`src/shared/rdt_defines.svh`:
```
`ifndef RDT_DEFINES_SVH
`define RDT_DEFINES_SVH

// Register indexes, byte address is index times four
`define RDT_IDX_R1_VAL 8'h25
`define RDT_IDX_LOC_VAL 8'h26
`define RDT_IDX_R2_VAL 8'h27
`define RDT_IDX_STS 8'h40
`define RDT_IDX_MSK 8'h41
`define RDT_IDX_R1_OFS 8'h70
`define RDT_IDX_R2_OFS 8'h72
`define RDT_IDX_FRAC 8'h77
`define RDT_IDX_CFG5 8'h7C

// Reset values
`define RDT_RST_OFS 8'h00
`define RDT_RST_CFG5 8'h00
`define RDT_RST_MSK 4'h0
`define RDT_RST_RES 10'h000

// Field positions
`define RDT_CFG5_TWOS 1
`define RDT_STS_FAULT 3

// Channels and diode current codes
`define RDT_CH_R1 2'h0
`define RDT_CH_LOC 2'h1
`define RDT_CH_R2 2'h2
`define RDT_CUR_BASE 2'h0
`define RDT_CUR_N1 2'h1
`define RDT_CUR_N2 2'h2

// Last sample index of an average, then result codes in quarter-degree units
`define RDT_AVG_LAST 4'hF
`define RDT_EXT_MIN 13'sh0004
`define RDT_EXT_MAX 13'sh03FF
`define RDT_TWOS_BIAS 13'sh0100
`define RDT_TWOS_MIN 13'sh1F04
`define RDT_TWOS_MAX 13'sh01FC
`define RDT_FLT_EXT 10'h000
`define RDT_FLT_TWOS 10'h200

// Diode current settling time
`define RDT_CLK_MHZ 200
`define RDT_SETTLE_NS 2000
`define RDT_SETTLE_CYC ((`RDT_SETTLE_NS * `RDT_CLK_MHZ + 999) / 1000)

`endif

```
`src/shared/rdt_pkg.sv`:
```
package rdt_pkg;
   // Measurement sequencer states
   typedef enum logic [1:0] {
      RDT_ST_SETTLE,
      RDT_ST_START,
      RDT_ST_WAIT
   } rdt_state_t;
endpackage

```
`src/verilog/rdt_result.sv`:
```
`timescale 1ns/100ps
`include "rdt_defines.svh"
module rdt_result (
   input wire logic clk_i,
   input wire logic rst_i,
   input wire logic smp_vld_i,
   input wire logic [9:0] smp_i,
   input wire logic flt_i,
   input wire logic [7:0] ofs_i,
   input wire logic twos_i,
   output logic [9:0] res_o,
   output logic res_vld_o,
   output logic flt_o
);
   logic [13:0] sum_r;
   logic [3:0] cnt_r;
   logic flt_r;
   logic [13:0] full;
   logic signed [12:0] corr;
   logic signed [12:0] tc;
   logic [9:0] res_nxt;

   // Sixteen-sample accumulation
   always_ff @(posedge clk_i)
   begin
      if (rst_i)
      begin
         sum_r <= 14'h0000;
         cnt_r <= 4'h0;
         flt_r <= 1'b0;
      end
      else if (smp_vld_i)
      begin
         cnt_r <= cnt_r + 4'h1;
         sum_r <= (cnt_r == `RDT_AVG_LAST) ? 14'h0000 : full;
         flt_r <= (cnt_r == `RDT_AVG_LAST) ? 1'b0 : (flt_r | flt_i);
      end
   end

   // Average, offset, clamp and format
   always_comb
   begin
      full = sum_r + {4'h0, smp_i};
      corr = $signed({3'b000, full[13:4]}) + $signed({{4{ofs_i[7]}}, ofs_i, 1'b0});
      if (corr < `RDT_EXT_MIN)
         corr = `RDT_EXT_MIN;
      else if (corr > `RDT_EXT_MAX)
         corr = `RDT_EXT_MAX;
      tc = corr - `RDT_TWOS_BIAS;
      if (tc < `RDT_TWOS_MIN)
         tc = `RDT_TWOS_MIN;
      else if (tc > `RDT_TWOS_MAX)
         tc = `RDT_TWOS_MAX;
      if (flt_r | flt_i)
         res_nxt = twos_i ? `RDT_FLT_TWOS : `RDT_FLT_EXT;
      else if (twos_i)
         res_nxt = tc[9:0];
      else
         res_nxt = corr[9:0];
   end

   // Result register, loaded after the sixteenth sample
   always_ff @(posedge clk_i)
   begin
      if (rst_i)
      begin
         res_o <= `RDT_RST_RES;
         res_vld_o <= 1'b0;
         flt_o <= 1'b0;
      end
      else
      begin
         res_vld_o <= smp_vld_i && (cnt_r == `RDT_AVG_LAST);
         if (smp_vld_i && (cnt_r == `RDT_AVG_LAST))
         begin
            res_o <= res_nxt;
            flt_o <= flt_r | flt_i;
         end
      end
   end
endmodule

```
`src/verilog/rdt_core.sv`:
```
`timescale 1ns/100ps
`include "rdt_defines.svh"
// What this block does
// Twos format codes 0.25 degree steps, tops at +127 and uses -128 for a diode fault.
// Extended format is offset by 64 degrees with the all-zero code meaning diode fault.
// Value registers hold the upper eight result bits, the fraction register the low two.
// Each stored result is the average of 16 consecutive measurement cycles.
// Remote diode current toggles base/first multiple, then base/second multiple.
// The signed offset register of each remote channel is added to its results.
// One offset step is worth half a degree.
// Software writes the algebraic sum of all corrections as one offset.
// Reading the fraction register freezes value registers until all are read.
// Fraction register holds remote 2, local, then remote 1 bit pairs from the top.
// A config bit selects twos storage, computed in extended range and clamped.
// Offset is added after averaging, saturated, and a fault code bypasses it.
module rdt_core (
   input wire logic clk_i,
   input wire logic rst_i,
   input wire logic wb_cyc_i,
   input wire logic wb_stb_i,
   input wire logic wb_we_i,
   input wire logic [9:0] wb_adr_i,
   input wire logic [3:0] wb_sel_i,
   input wire logic [31:0] wb_dat_i,
   output logic [31:0] wb_dat_o,
   output logic wb_ack_o,
   output logic irq_o,
   output logic [1:0] diode_cur_sel_o,
   output logic [1:0] diode_chan_o,
   output logic adc_start_o,
   input wire logic adc_done_i,
   input wire logic [9:0] adc_data_i,
   input wire logic diode_fault_i
);
   logic [7:0] ofs1_r;
   logic [7:0] ofs2_r;
   logic [7:0] cfg5_r;
   logic [3:0] msk_r;
   logic [3:0] sts_r;
   logic [9:0] pend_r [3];
   logic [9:0] vis_r [3];
   logic frozen_r;
   logic [2:0] seen_r;
   rdt_pkg::rdt_state_t st_r;
   logic [1:0] step_r;
   logic [11:0] tmr_r;
   logic [3:0] mcnt_r;
   logic [9:0] d1_r;
   logic smp_vld_r;
   logic [1:0] smp_ch_r;
   logic [9:0] smp_r;
   logic smp_flt_r;
   logic [2:0] res_vld;
   logic [2:0] res_flt;
   logic acc;
   logic wr;
   logic rd;
   logic [7:0] idx;
   logic [7:0] frac;
   logic [31:0] rd_nxt;
   logic signed [11:0] comb;
   logic remote;
   logic [3:0] sts_set;

   // Bus decode
   assign acc = wb_cyc_i & wb_stb_i & ~wb_ack_o;
   assign wr = wb_cyc_i & wb_stb_i & wb_ack_o & wb_we_i & wb_sel_i[0]; // Lands at the ack edge
   assign rd = acc & ~wb_we_i;
   assign idx = wb_adr_i[9:2];
   assign frac = {vis_r[2][1:0], vis_r[1][1:0], vis_r[0][1:0], 2'b00};
   assign remote = diode_chan_o != `RDT_CH_LOC;

   // Series-resistance cancelling combination of both readings
   assign comb = $signed({1'b0, d1_r, 1'b0}) - $signed({2'b00, adc_data_i});

   // Read data mux, unmapped reads as zero
   always_comb
   begin
      rd_nxt = 32'h0000_0000;
      case (idx)
         `RDT_IDX_R1_VAL: rd_nxt[7:0] = vis_r[0][9:2];
         `RDT_IDX_LOC_VAL: rd_nxt[7:0] = vis_r[1][9:2];
         `RDT_IDX_R2_VAL: rd_nxt[7:0] = vis_r[2][9:2];
         `RDT_IDX_FRAC: rd_nxt[7:0] = frac;
         `RDT_IDX_R1_OFS: rd_nxt[7:0] = ofs1_r;
         `RDT_IDX_R2_OFS: rd_nxt[7:0] = ofs2_r;
         `RDT_IDX_CFG5: rd_nxt[7:0] = cfg5_r;
         `RDT_IDX_STS: rd_nxt[3:0] = sts_r;
         `RDT_IDX_MSK: rd_nxt[3:0] = msk_r;
         default: rd_nxt = 32'h0000_0000;
      endcase
   end

   // Bus acknowledge and read data
   always_ff @(posedge clk_i)
   begin
      if (rst_i)
      begin
         wb_ack_o <= 1'b0;
         wb_dat_o <= 32'h0000_0000;
      end
      else
      begin
         wb_ack_o <= acc;
         if (rd)
            wb_dat_o <= rd_nxt;
      end
   end

   // Writable registers
   always_ff @(posedge clk_i)
   begin
      if (rst_i)
      begin
         ofs1_r <= `RDT_RST_OFS;
         ofs2_r <= `RDT_RST_OFS;
         cfg5_r <= `RDT_RST_CFG5;
         msk_r <= `RDT_RST_MSK;
      end
      else if (wr)
      begin
         if (idx == `RDT_IDX_R1_OFS)
            ofs1_r <= wb_dat_i[7:0];
         if (idx == `RDT_IDX_R2_OFS)
            ofs2_r <= wb_dat_i[7:0];
         if (idx == `RDT_IDX_CFG5)
            cfg5_r <= wb_dat_i[7:0];
         if (idx == `RDT_IDX_MSK)
            msk_r <= wb_dat_i[3:0];
      end
   end

   // Freeze on fraction read, thaw after all value reads
   always_ff @(posedge clk_i)
   begin
      if (rst_i)
      begin
         frozen_r <= 1'b0;
         seen_r <= 3'b000;
      end
      else if (rd && idx == `RDT_IDX_FRAC)
      begin
         frozen_r <= 1'b1;
         seen_r <= 3'b000;
      end
      else if (frozen_r && rd)
      begin
         if ((seen_r | {idx == `RDT_IDX_R2_VAL, idx == `RDT_IDX_LOC_VAL,
                        idx == `RDT_IDX_R1_VAL}) == 3'b111)
         begin
            frozen_r <= 1'b0;
            seen_r <= 3'b000;
         end
         else
            seen_r <= seen_r | {idx == `RDT_IDX_R2_VAL, idx == `RDT_IDX_LOC_VAL,
                                idx == `RDT_IDX_R1_VAL};
      end
   end

   // Measurement sequencer driving diode current and converter
   always_ff @(posedge clk_i)
   begin
      if (rst_i)
      begin
         st_r <= rdt_pkg::RDT_ST_SETTLE;
         step_r <= 2'h0;
         tmr_r <= 12'(`RDT_SETTLE_CYC - 1);
         mcnt_r <= 4'h0;
         d1_r <= 10'h000;
         diode_chan_o <= `RDT_CH_R1;
         diode_cur_sel_o <= `RDT_CUR_BASE;
         adc_start_o <= 1'b0;
         smp_vld_r <= 1'b0;
         smp_ch_r <= `RDT_CH_R1;
         smp_r <= 10'h000;
         smp_flt_r <= 1'b0;
      end
      else
      begin
         smp_vld_r <= 1'b0;
         adc_start_o <= 1'b0;
         unique case (st_r)
            rdt_pkg::RDT_ST_SETTLE:
            begin
               if (tmr_r != 12'h000)
                  tmr_r <= tmr_r - 12'h001;
               else if (!remote || step_r[0])
                  st_r <= rdt_pkg::RDT_ST_START;
               else
               begin
                  // Base current settled, switch to the multiple
                  step_r <= step_r + 2'h1;
                  diode_cur_sel_o <= step_r[1] ? `RDT_CUR_N2 : `RDT_CUR_N1;
                  tmr_r <= 12'(`RDT_SETTLE_CYC - 1);
               end
            end
            rdt_pkg::RDT_ST_START:
            begin
               adc_start_o <= 1'b1;
               st_r <= rdt_pkg::RDT_ST_WAIT;
            end
            rdt_pkg::RDT_ST_WAIT:
            begin
               if (adc_done_i)
               begin
                  st_r <= rdt_pkg::RDT_ST_SETTLE;
                  tmr_r <= 12'(`RDT_SETTLE_CYC - 1);
                  diode_cur_sel_o <= `RDT_CUR_BASE;
                  if (remote && step_r == 2'h1)
                  begin
                     d1_r <= adc_data_i;
                     step_r <= 2'h2;
                  end
                  else
                  begin
                     smp_vld_r <= 1'b1;
                     smp_ch_r <= diode_chan_o;
                     smp_flt_r <= diode_fault_i;
                     if (!remote)
                        smp_r <= adc_data_i;
                     else if (comb < 12'sd0)
                        smp_r <= 10'h000;
                     else if (comb > 12'sd1023)
                        smp_r <= 10'h3FF;
                     else
                        smp_r <= comb[9:0];
                     step_r <= 2'h0;
                     mcnt_r <= mcnt_r + 4'h1;
                     if (mcnt_r == `RDT_AVG_LAST)
                        diode_chan_o <= (diode_chan_o == `RDT_CH_R2) ? `RDT_CH_R1
                                        : diode_chan_o + 2'h1;
                  end
               end
            end
         endcase
      end
   end

   // Per-channel averaging, offset and result storage
   for (genvar g = 0; g < 3; g++)
   begin : g_ch
      logic [7:0] ofs;
      logic [9:0] res;
      assign ofs = (g == 0) ? ofs1_r : ((g == 2) ? ofs2_r : 8'h00);
      rdt_result u_res (
         .clk_i(clk_i),
         .rst_i(rst_i),
         .smp_vld_i(smp_vld_r && smp_ch_r == 2'(g)),
         .smp_i(smp_r),
         .flt_i(smp_flt_r),
         .ofs_i(ofs),
         .twos_i(cfg5_r[`RDT_CFG5_TWOS]),
         .res_o(res),
         .res_vld_o(res_vld[g]),
         .flt_o(res_flt[g])
      );
      // Latest result, copied to the visible register when not frozen
      always_ff @(posedge clk_i)
      begin
         if (rst_i)
         begin
            pend_r[g] <= `RDT_RST_RES;
            vis_r[g] <= `RDT_RST_RES;
         end
         else
         begin
            if (res_vld[g])
               pend_r[g] <= res;
            // Hold already at the fraction read so fraction and value bits match
            if (!frozen_r && !(rd && idx == `RDT_IDX_FRAC))
               vis_r[g] <= pend_r[g];
         end
      end
   end

   // Sticky status, set wins over write-one-clear
   assign sts_set = {|(res_vld & res_flt), res_vld};
   always_ff @(posedge clk_i)
   begin
      if (rst_i)
      begin
         sts_r <= 4'h0;
         irq_o <= 1'b0;
      end
      else
      begin
         if (wr && idx == `RDT_IDX_STS)
            sts_r <= (sts_r & ~wb_dat_i[3:0]) | sts_set;
         else
            sts_r <= sts_r | sts_set;
         irq_o <= |(sts_r & msk_r);
      end
   end
endmodule

```
`config.mk`:
```
export PLATFORM = sky130hd
export DESIGN_NAME = rdt_core
export DESIGN_NICKNAME = d
export VERILOG_FILES = /design/src/shared/rdt_pkg.sv /design/src/verilog/rdt_result.sv /design/src/verilog/rdt_core.sv
export VERILOG_INCLUDE_DIRS = /design/src /design/src/shared
export SDC_FILE = /design/constraint.sdc
export NUM_CORES = 1
export LEC_CHECK = 0
export ABC_AREA = 1
export BUFFER_PORTS_ARGS = -buffer_cell sky130_fd_sc_hd__buf_2
export CAP_MARGIN = 0
export CORE_ASPECT_RATIO = 0.6
export CORE_MARGIN = 5
export CORE_UTILIZATION = 55
export DETAILED_ROUTE_END_ITERATION = 10
export PLACE_DENSITY = 0.74
export SLEW_MARGIN = 5
export SYNTH_ARGS = -nofsm -noshare
export SYNTH_HDL_FRONTEND = slang
export SYNTH_SLANG_ARGS = --single-unit
```
`constraint.sdc`:
```
create_clock -name clk_i -period 5.91 [get_ports clk_i]
set_input_delay 0.2955 -clock clk_i [delete_from_list [all_inputs] [get_ports clk_i]]
set_output_delay 0.2955 -clock clk_i [all_outputs]
set_load 0.005 [all_outputs]
```
# After elaboration in Yosys (flattened, before gate mapping)
# Memories as Yosys holds them, arrays and structs flattened.
# Index checks and enable logic that the tools add are counted.
[totals]
latchBits = 0
inputBits = 63
elab_cells = 236
ramBits = 60
regBits = 188
memories = 2
rom_bits = 0
out_inout_bits = 39
[op_classes]
add_sub_neg = 16
order_cmp = 14
bitwise = 27
reduce_logical = 36
n_mux = 75
shifts = 0
eq_ne = 26
div_mod_pow = 0
n_mul = 0
[mem_list]
columns = ["name", "depth", "word_bits", "read_ports", "rd_clocked_by_memory_dff", "wr", "line_no", "source"]
rows = [
  ["pend_r", 3, 10, 3, 0, 3, "rdt_core.sv:40", "logic [9:0] pend_r [3];"],
  ["vis_r", 3, 10, 3, 0, 3, "rdt_core.sv:41", "logic [9:0] vis_r [3];"],
]
[ops]
columns = ["op", "n"]
rows = [
  ["10-bit two-way mux", 23],
  ["13-bit two-way mux", 5],
  ["8-bit by 7-bit equality test with 1-bit output (second input constant)", 6],
  ["14-bit by 10-bit adder with 14-bit output", 3],
  ["14-bit two-way mux", 3],
  ["13-bit by 10-bit greater-than comparator with 1-bit output (second input constant)", 3],
  ["13-bit by 9-bit less-than comparator with 1-bit output (second input constant)", 3],
  ["13-bit by 10-bit subtractor with 13-bit output (second input constant)", 3],
  ["12-bit two-way mux", 3],
  ["4-bit case mux with 9 select lines", 1],
  ["4-bit case mux with 7 select lines", 1],
  ["13-bit by 11-bit greater-than comparator with 1-bit output (second input constant)", 2],
  ["13-bit by 4-bit less-than comparator with 1-bit output (second input constant)", 2],
  ["11-bit by 9-bit adder with 12-bit output", 2],
  ["8-bit by 6-bit equality test with 1-bit output (second input constant)", 3],
  ["12-bit case mux with 2 select lines", 1],
  ["1-bit two-way mux", 22],
  ["2-bit two-way mux", 11],
  ["4-bit by 1-bit adder with 4-bit output (second input constant)", 4],
  ["4-bit equality test (second input constant)", 4],
  ["12-bit by 11-bit greater-than comparator with 1-bit output (second input constant)", 1],
  ["12-bit by 1-bit less-than comparator with 1-bit output (second input constant)", 1],
  ["3-bit AND reduction", 4],
  ["12-bit nonzero test", 1],
  ["other kinds (33)", 82],
]

# Longest topological paths before layout
[depth]
word_depth = 11
ltp_mapped = 44
depth_no_buf = 44

# Hierarchy
# A second synthesis with hierarchy kept.
[hier_totals]
cells_unflattened = 2252
area_unflattened_um2 = 15950.3
[by_module_without_submodules]
columns = ["mod", "n_inst", "cells_each", "area_per_inst_um2", "seq_area_each_um2"]
rows = [
  ["rdt_core", 1, 1007, 7888.8, 3703.6],
  ["rdt_result (g_ch[0].u_res ...)", 2, 409, 2678.8, 620.6],
  ["rdt_result (g_ch[2].u_res)", 1, 427, 2703.8, 620.6],
]

# Worst setup path after synthesis
# OpenSTA, ideal clock, no wires.
[synth_timing]
path_kind = "register -> register"
from = "reg smp_r[2]"
to = "reg g_ch[0].u_res.res_o[3]"
slack_ns = 0.849
setup_ns = 0.112
required_time_ns = 5.798
period_less_slack_ns = 5.061
arrival_time_ns = 4.949
path_stages_with_launch = 43
path_buffers = 0
path_cell_list = "dfxtp_1 ha_1 a21o_1 a31oi_1 nor2_1 nor2_1 o21bai_1 a21boi_0 nor2_1 o21ai_0 nand2_1 nand2_1 nand2_1 nand2_1 nand2_1 nand2_1 inv_1 ha_1 [7 not listed] nor2_1 o21ai_0 ha_1 inv_1 o21bai_4 nand2_2 nand2_4 ha_1 xor2_1 nor2_1 nand2_1 nor2_4 nor2_4 nand2_4 nand2_4 clkinv_4 nand2_1 nand2_1"
[synth_via]
elab_chain_len = 11
word_cells_on_any_way = 13
classes_between = "3 x add/sub; 4 x order compare; 6 x mux"
[synth_lines]
columns = ["element", "line_no", "source"]
rows = [
  ["from (decl)", "rdt_core.sv:51", "logic [9:0] smp_r;"],
  ["from (signal assigned)", "rdt_core.sv:220", "smp_r <= adc_data_i;"],
  ["from (signal assigned)", "rdt_core.sv:226", "smp_r <= comb[9:0];"],
  ["14-bit by 10-bit adder with 14-bit output *", "rdt_result.sv:43", "full = sum_r + {4'h0, smp_i};"],
  ["11-bit by 9-bit adder with 12-bit output *", "rdt_result.sv:44", "corr = $signed({3'b000, full[13:4]}) + $signed({{4{ofs_i[7]}}, ofs_i, 1'b0});"],
  ["13-bit by 11-bit greater-than comparator with 1-bit output (no line)", "--", ""],
  ["13-bit two-way mux", "rdt_result.sv:47", "else if (corr > `RDT_EXT_MAX)"],
  ["13-bit two-way mux *", "rdt_result.sv:45", "if (corr < `RDT_EXT_MIN)"],
  ["13-bit by 10-bit subtractor with 13-bit output (no line)", "--", ""],
  ["13-bit by 10-bit greater-than comparator with 1-bit output (no line)", "--", ""],
  ["10-bit two-way mux", "rdt_result.sv:52", "else if (tc > `RDT_TWOS_MAX)"],
  ["10-bit two-way mux", "rdt_result.sv:50", "if (tc < `RDT_TWOS_MIN)"],
  ["10-bit two-way mux *", "rdt_result.sv:56", "else if (twos_i)"],
  ["10-bit two-way mux *", "rdt_result.sv:54", "if (flt_r | flt_i)"],
  ["to (signal assigned)", "rdt_result.sv:67", "res_o <= `RDT_RST_RES;"],
  ["to (signal assigned)", "rdt_result.sv:76", "res_o <= res_nxt;"],
  ["to (decl)", "rdt_result.sv:11", "output logic [9:0] res_o,"],
]
# Mark *: on every way between the ends. The rest lies on a longest branch, timed or not.
# A chain may end at the register's enable or synchronous reset.

# Final worst setup path
[layout_timing]
from = "reg smp_r[2]"
to = "reg g_ch[2].u_res.res_o[4]"
[layout_via]
elab_chain_len = 11
word_cells_on_any_way = 13
classes_between = "3 x add/sub; 4 x order compare; 6 x mux"
[layout_lines]
columns = ["element", "line_no"]
rows = [
  ["14-bit by 10-bit adder with 14-bit output *", "rdt_result.sv:43"],
  ["11-bit by 9-bit adder with 12-bit output *", "rdt_result.sv:44"],
  ["13-bit by 11-bit greater-than comparator with 1-bit output (no line)", "--"],
  ["13-bit two-way mux", "rdt_result.sv:47"],
  ["13-bit two-way mux *", "rdt_result.sv:45"],
  ["13-bit by 10-bit subtractor with 13-bit output (no line)", "--"],
  ["13-bit by 10-bit greater-than comparator with 1-bit output (no line)", "--"],
  ["10-bit two-way mux", "rdt_result.sv:52"],
  ["10-bit two-way mux", "rdt_result.sv:50"],
  ["10-bit two-way mux *", "rdt_result.sv:56"],
  ["10-bit two-way mux *", "rdt_result.sv:54"],
  ["to (signal assigned)", "rdt_result.sv:67"],
  ["to (signal assigned)", "rdt_result.sv:76"],
  ["to (decl)", "rdt_result.sv:11"],
]
# Marked as above.

==> qor.yml <==
setup_path:
  start_kind: "flop"
  cpPeakStageDelay_ns: 0.38
  rr_startpoint: "smp_r[2]"
  critPathRequiredTime_ns: 6.34
  crit_slowest_cell: "dfxtp_4"
  crit_start: "smp_r[2]"
  cp-end-kind: "flop"
  cp_max_fo: 8
  cpMostUsedCell: "nand2_1"
  critical_path_class: "flop to flop"
  worstPathArrival_ns: 5.98
detailed_routing:
  vias: 13068
  antenna_left: 0
  drt_iter0_drc: 1201
  wirelength_mm: 36.8
  drc_errors: 0
  viasPerCell: 5.34
  firstDrtPassIters: 5
  wl_per_cell_um: 15.1
power:
  power_frac_seq: 0.492
  ir_worst_vdd_mv: 0.158
  power_frac_clock: 0.480
  switching_share: 0.214
  p_int_mw: 2.81
  p_per_area_nw_per_um2: 222
  leakage_nw: 7.34
  power_mw: 3.58
  comb_power_share: 0.028
  switchingPower_mw: 0.764
placed_design:
  dpl.hpwl_mm: 27.5
  placed_cell_area_sq_um: 15000
  place_ws_ns: 0.00444
  routabilityCongestion: 0.957
  port_buffers: 48
global_routing:
  grt_pass1_wl_mm: 59.9
  track_usage: 0.244
  grt-ovfl-total: 0
  antenna_found_initial: 1
  grt_pass1_vias: 11972
  grt_max_degree: 68
final_layout:
  drive_gt1_frac: 0.0958
  final_area_sq_um: 16100
  final_cell_mix: "488 x nand2_1, 305 x inv_1, 207 x nor2_1"
  antenna_cells: 0
  syn_to_final_growth_pct: 11.4
  fin_nets: 2219
  final_common_cell: "nand2_1"
sta:
  setup_violations: 0
  clock_skew_ns: 0.0223
  slew_headroom: 0.223
  finalWorstSetupSlack_ns: 0.367
  hold_violations: 0
  max_freq_mhz: 180
  fin_crit_sh: 0.938
  fin_crit_ns: 5.54
  drv_slew: 0
  worstMarginPinSlew_ns: 1.16
hold_path:
  min_from: "wb_dat_i[3]"
  hold_path_class: "input pin to flop"
die:
  die_w_um: 219
  core-area_sq_um: 26200
  num_rows: 46
  io_pins: 102
  fp.dieH_um: 136
  die_area_sq_um: 29800
  start_util: 0.553
synth:
  ys_seq_elements: 248
  syn_inst: 2021
  syn-mean-instance-area_sq_um: 7.16
  ys_types: 57
  seq_area_frac_synth: 0.384
  ys_warn_count: 0
  netlist_area_sq_um: 14500
clock_network:
  cts.sinks: 248
  cts_buffer_depth: 3
  cts.htree.levels: 1
  cts_tree: "built"
  clk_latency_ns: 0.54
  clockRootBuffer: "clkbuf_16"
  cts_made_buffers: 25
  clk_pin_slew_worst_paths_ns: 0.06
job:
  maxCapViolCount: 0
outcome:
  status: "completed"
sequential cells by signal, indices dropped and copies added (netlist names), 10 cells and up:
signal / count
d1_r: 10
g_ch.ofs: 16
g_ch.u_res.cnt_r: 12
g_ch.u_res.res_o: 30
g_ch.u_res.sum_r: 42
pend_r: 30
smp_r: 10
tmr_r: 12
vis_r: 30
through the flow:
step | util | cells | setup TNS, ns | hold slack [ns]
floorplan | - | 2044 | 0 | 0.423
global placement | 0.571 | 2394 | 0 | 0.432
detailed placement | 0.571 | 2394 | 0 | 0.439
CTS | 0.605 | 2440 | 0 | 0.0322
global route | 0.616 | 2447 | -0.247 | 0.0637
finish | 0.616 | 2447 | 0 | 0.0587
metal layers:
layer,up-vias,routed length (um),GRT usage
met5,-,0,0
met4,0,607,0.0383
met3,46,2870,0.0485
met2,401,15200,0.362
met1,6049,18200,0.373
li1,6572,-,-
logic make-up (layout without fill, tap and decap cells):
kind of cell / Yosys count / after routing / share of synthesized area
buffers and inverters: 386 / 429 / 0.108
XOR/XNOR: 38 / 38 / 0.0230
AO/OA/AOI/OAI: 347 / 347 / 0.134
AND/OR/NAND/NOR: 914 / 914 / 0.272
flip-flops: 248 / 248 / 0.384
other: 1 / 24 / 0.000259
adder cells (fa/ha/maj): 87 / 87 / 0.0783
worst max-delay path, delay by kind of cell, from the launching register on:
kind	cells	cell delay, ns
buf+inv	4	0.22
compound gates	9	1.35
simple gates	21	2.29
fa+ha+maj	4	1.17
flops	1	0.38
synthesized netlist by cell type (all sizes together):
cell | number | share of area
o21bai | 7 | 0.0044
nand3b | 15 | 0.0078
inv | 313 | 0.081
buf | 30 | 0.015
o22ai | 6 | 0.0026
o32ai | 1 | 0.00061
nor3 | 26 | 0.0093
and2 | 4 | 0.0017
edfxtp | 60 | 0.12
a221oi | 13 | 0.0079
conb | 1 | 0.00026
or2 | 10 | 0.0043
a21oi | 170 | 0.060
and3 | 1 | 0.00043
nor3b | 1 | 0.00052
a31oi | 9 | 0.0039
a22o | 2 | 0.0012
a211oi | 9 | 0.0047
a21boi | 3 | 0.0016
o211ai | 5 | 0.0026
xnor2 | 13 | 0.0079
nand2 | 509 | 0.14
o21ai | 110 | 0.038
ha | 81 | 0.070
xor2 | 25 | 0.015
fa | 6 | 0.0083
nand3 | 99 | 0.037
nand4 | 24 | 0.012
a2bb2oi | 1 | 0.00061
a22oi | 2 | 0.0010
a32o | 3 | 0.0021
dfxtp | 188 | 0.26
clkinv | 8 | 0.0024
nor2 | 218 | 0.059
nor4 | 7 | 0.0030
o221ai | 1 | 0.00061
clkbuf | 35 | 0.0091
a21o | 5 | 0.0026
final timing paths:
| kind | to | slack [ns] | cells after the start |
|---|---|---|---|
| min | cfg5_r[3] | 0.06 | 3 |
| max | g_ch[2].u_res.res_o[4] | 0.37 | 38 |
| min reg2reg | g_ch[1].u_res.flt_r | 0.45 | 2 |
| max reg2reg | g_ch[2].u_res.res_o[4] | 0.37 | 38 |
what timing repair did:
item | CTS | global route
cloned | 0 | 0
endpoints found under the hold margin | 1 | 0
resized for setup | 3 | 49
buffers inserted | 0 | 7
endpoints found under the setup margin | 6 | 20
hold buffers | 1 | 0
pin swaps | 0 | 17
power groups by stage:
stage	Combinational, mW	Clock (mW)	Sequential [mW]
floorplan	0.0727	0	1.79
global placement	0.0961	0	1.80
detailed placement	0.0984	0	1.80
CTS	0.0996	1.75	1.76
global route	0.112	1.82	1.76
finish	0.101	1.72	1.76
cell type report:
| type | count | area [sq um] |
|---|---|---|
| multi-input combinational | 1410 | 7660 |
| timing repair buffer | 63 | 358 |
| inverter | 321 | 1210 |
| sequential | 248 | 5570 |
| fill | 2359 | 10100 |
| tap | 360 | 450 |
| clock buffer | 33 | 686 |
| clock inverter | 12 | 191 |
Note: power is estimated with default switching activity, not from simulation.
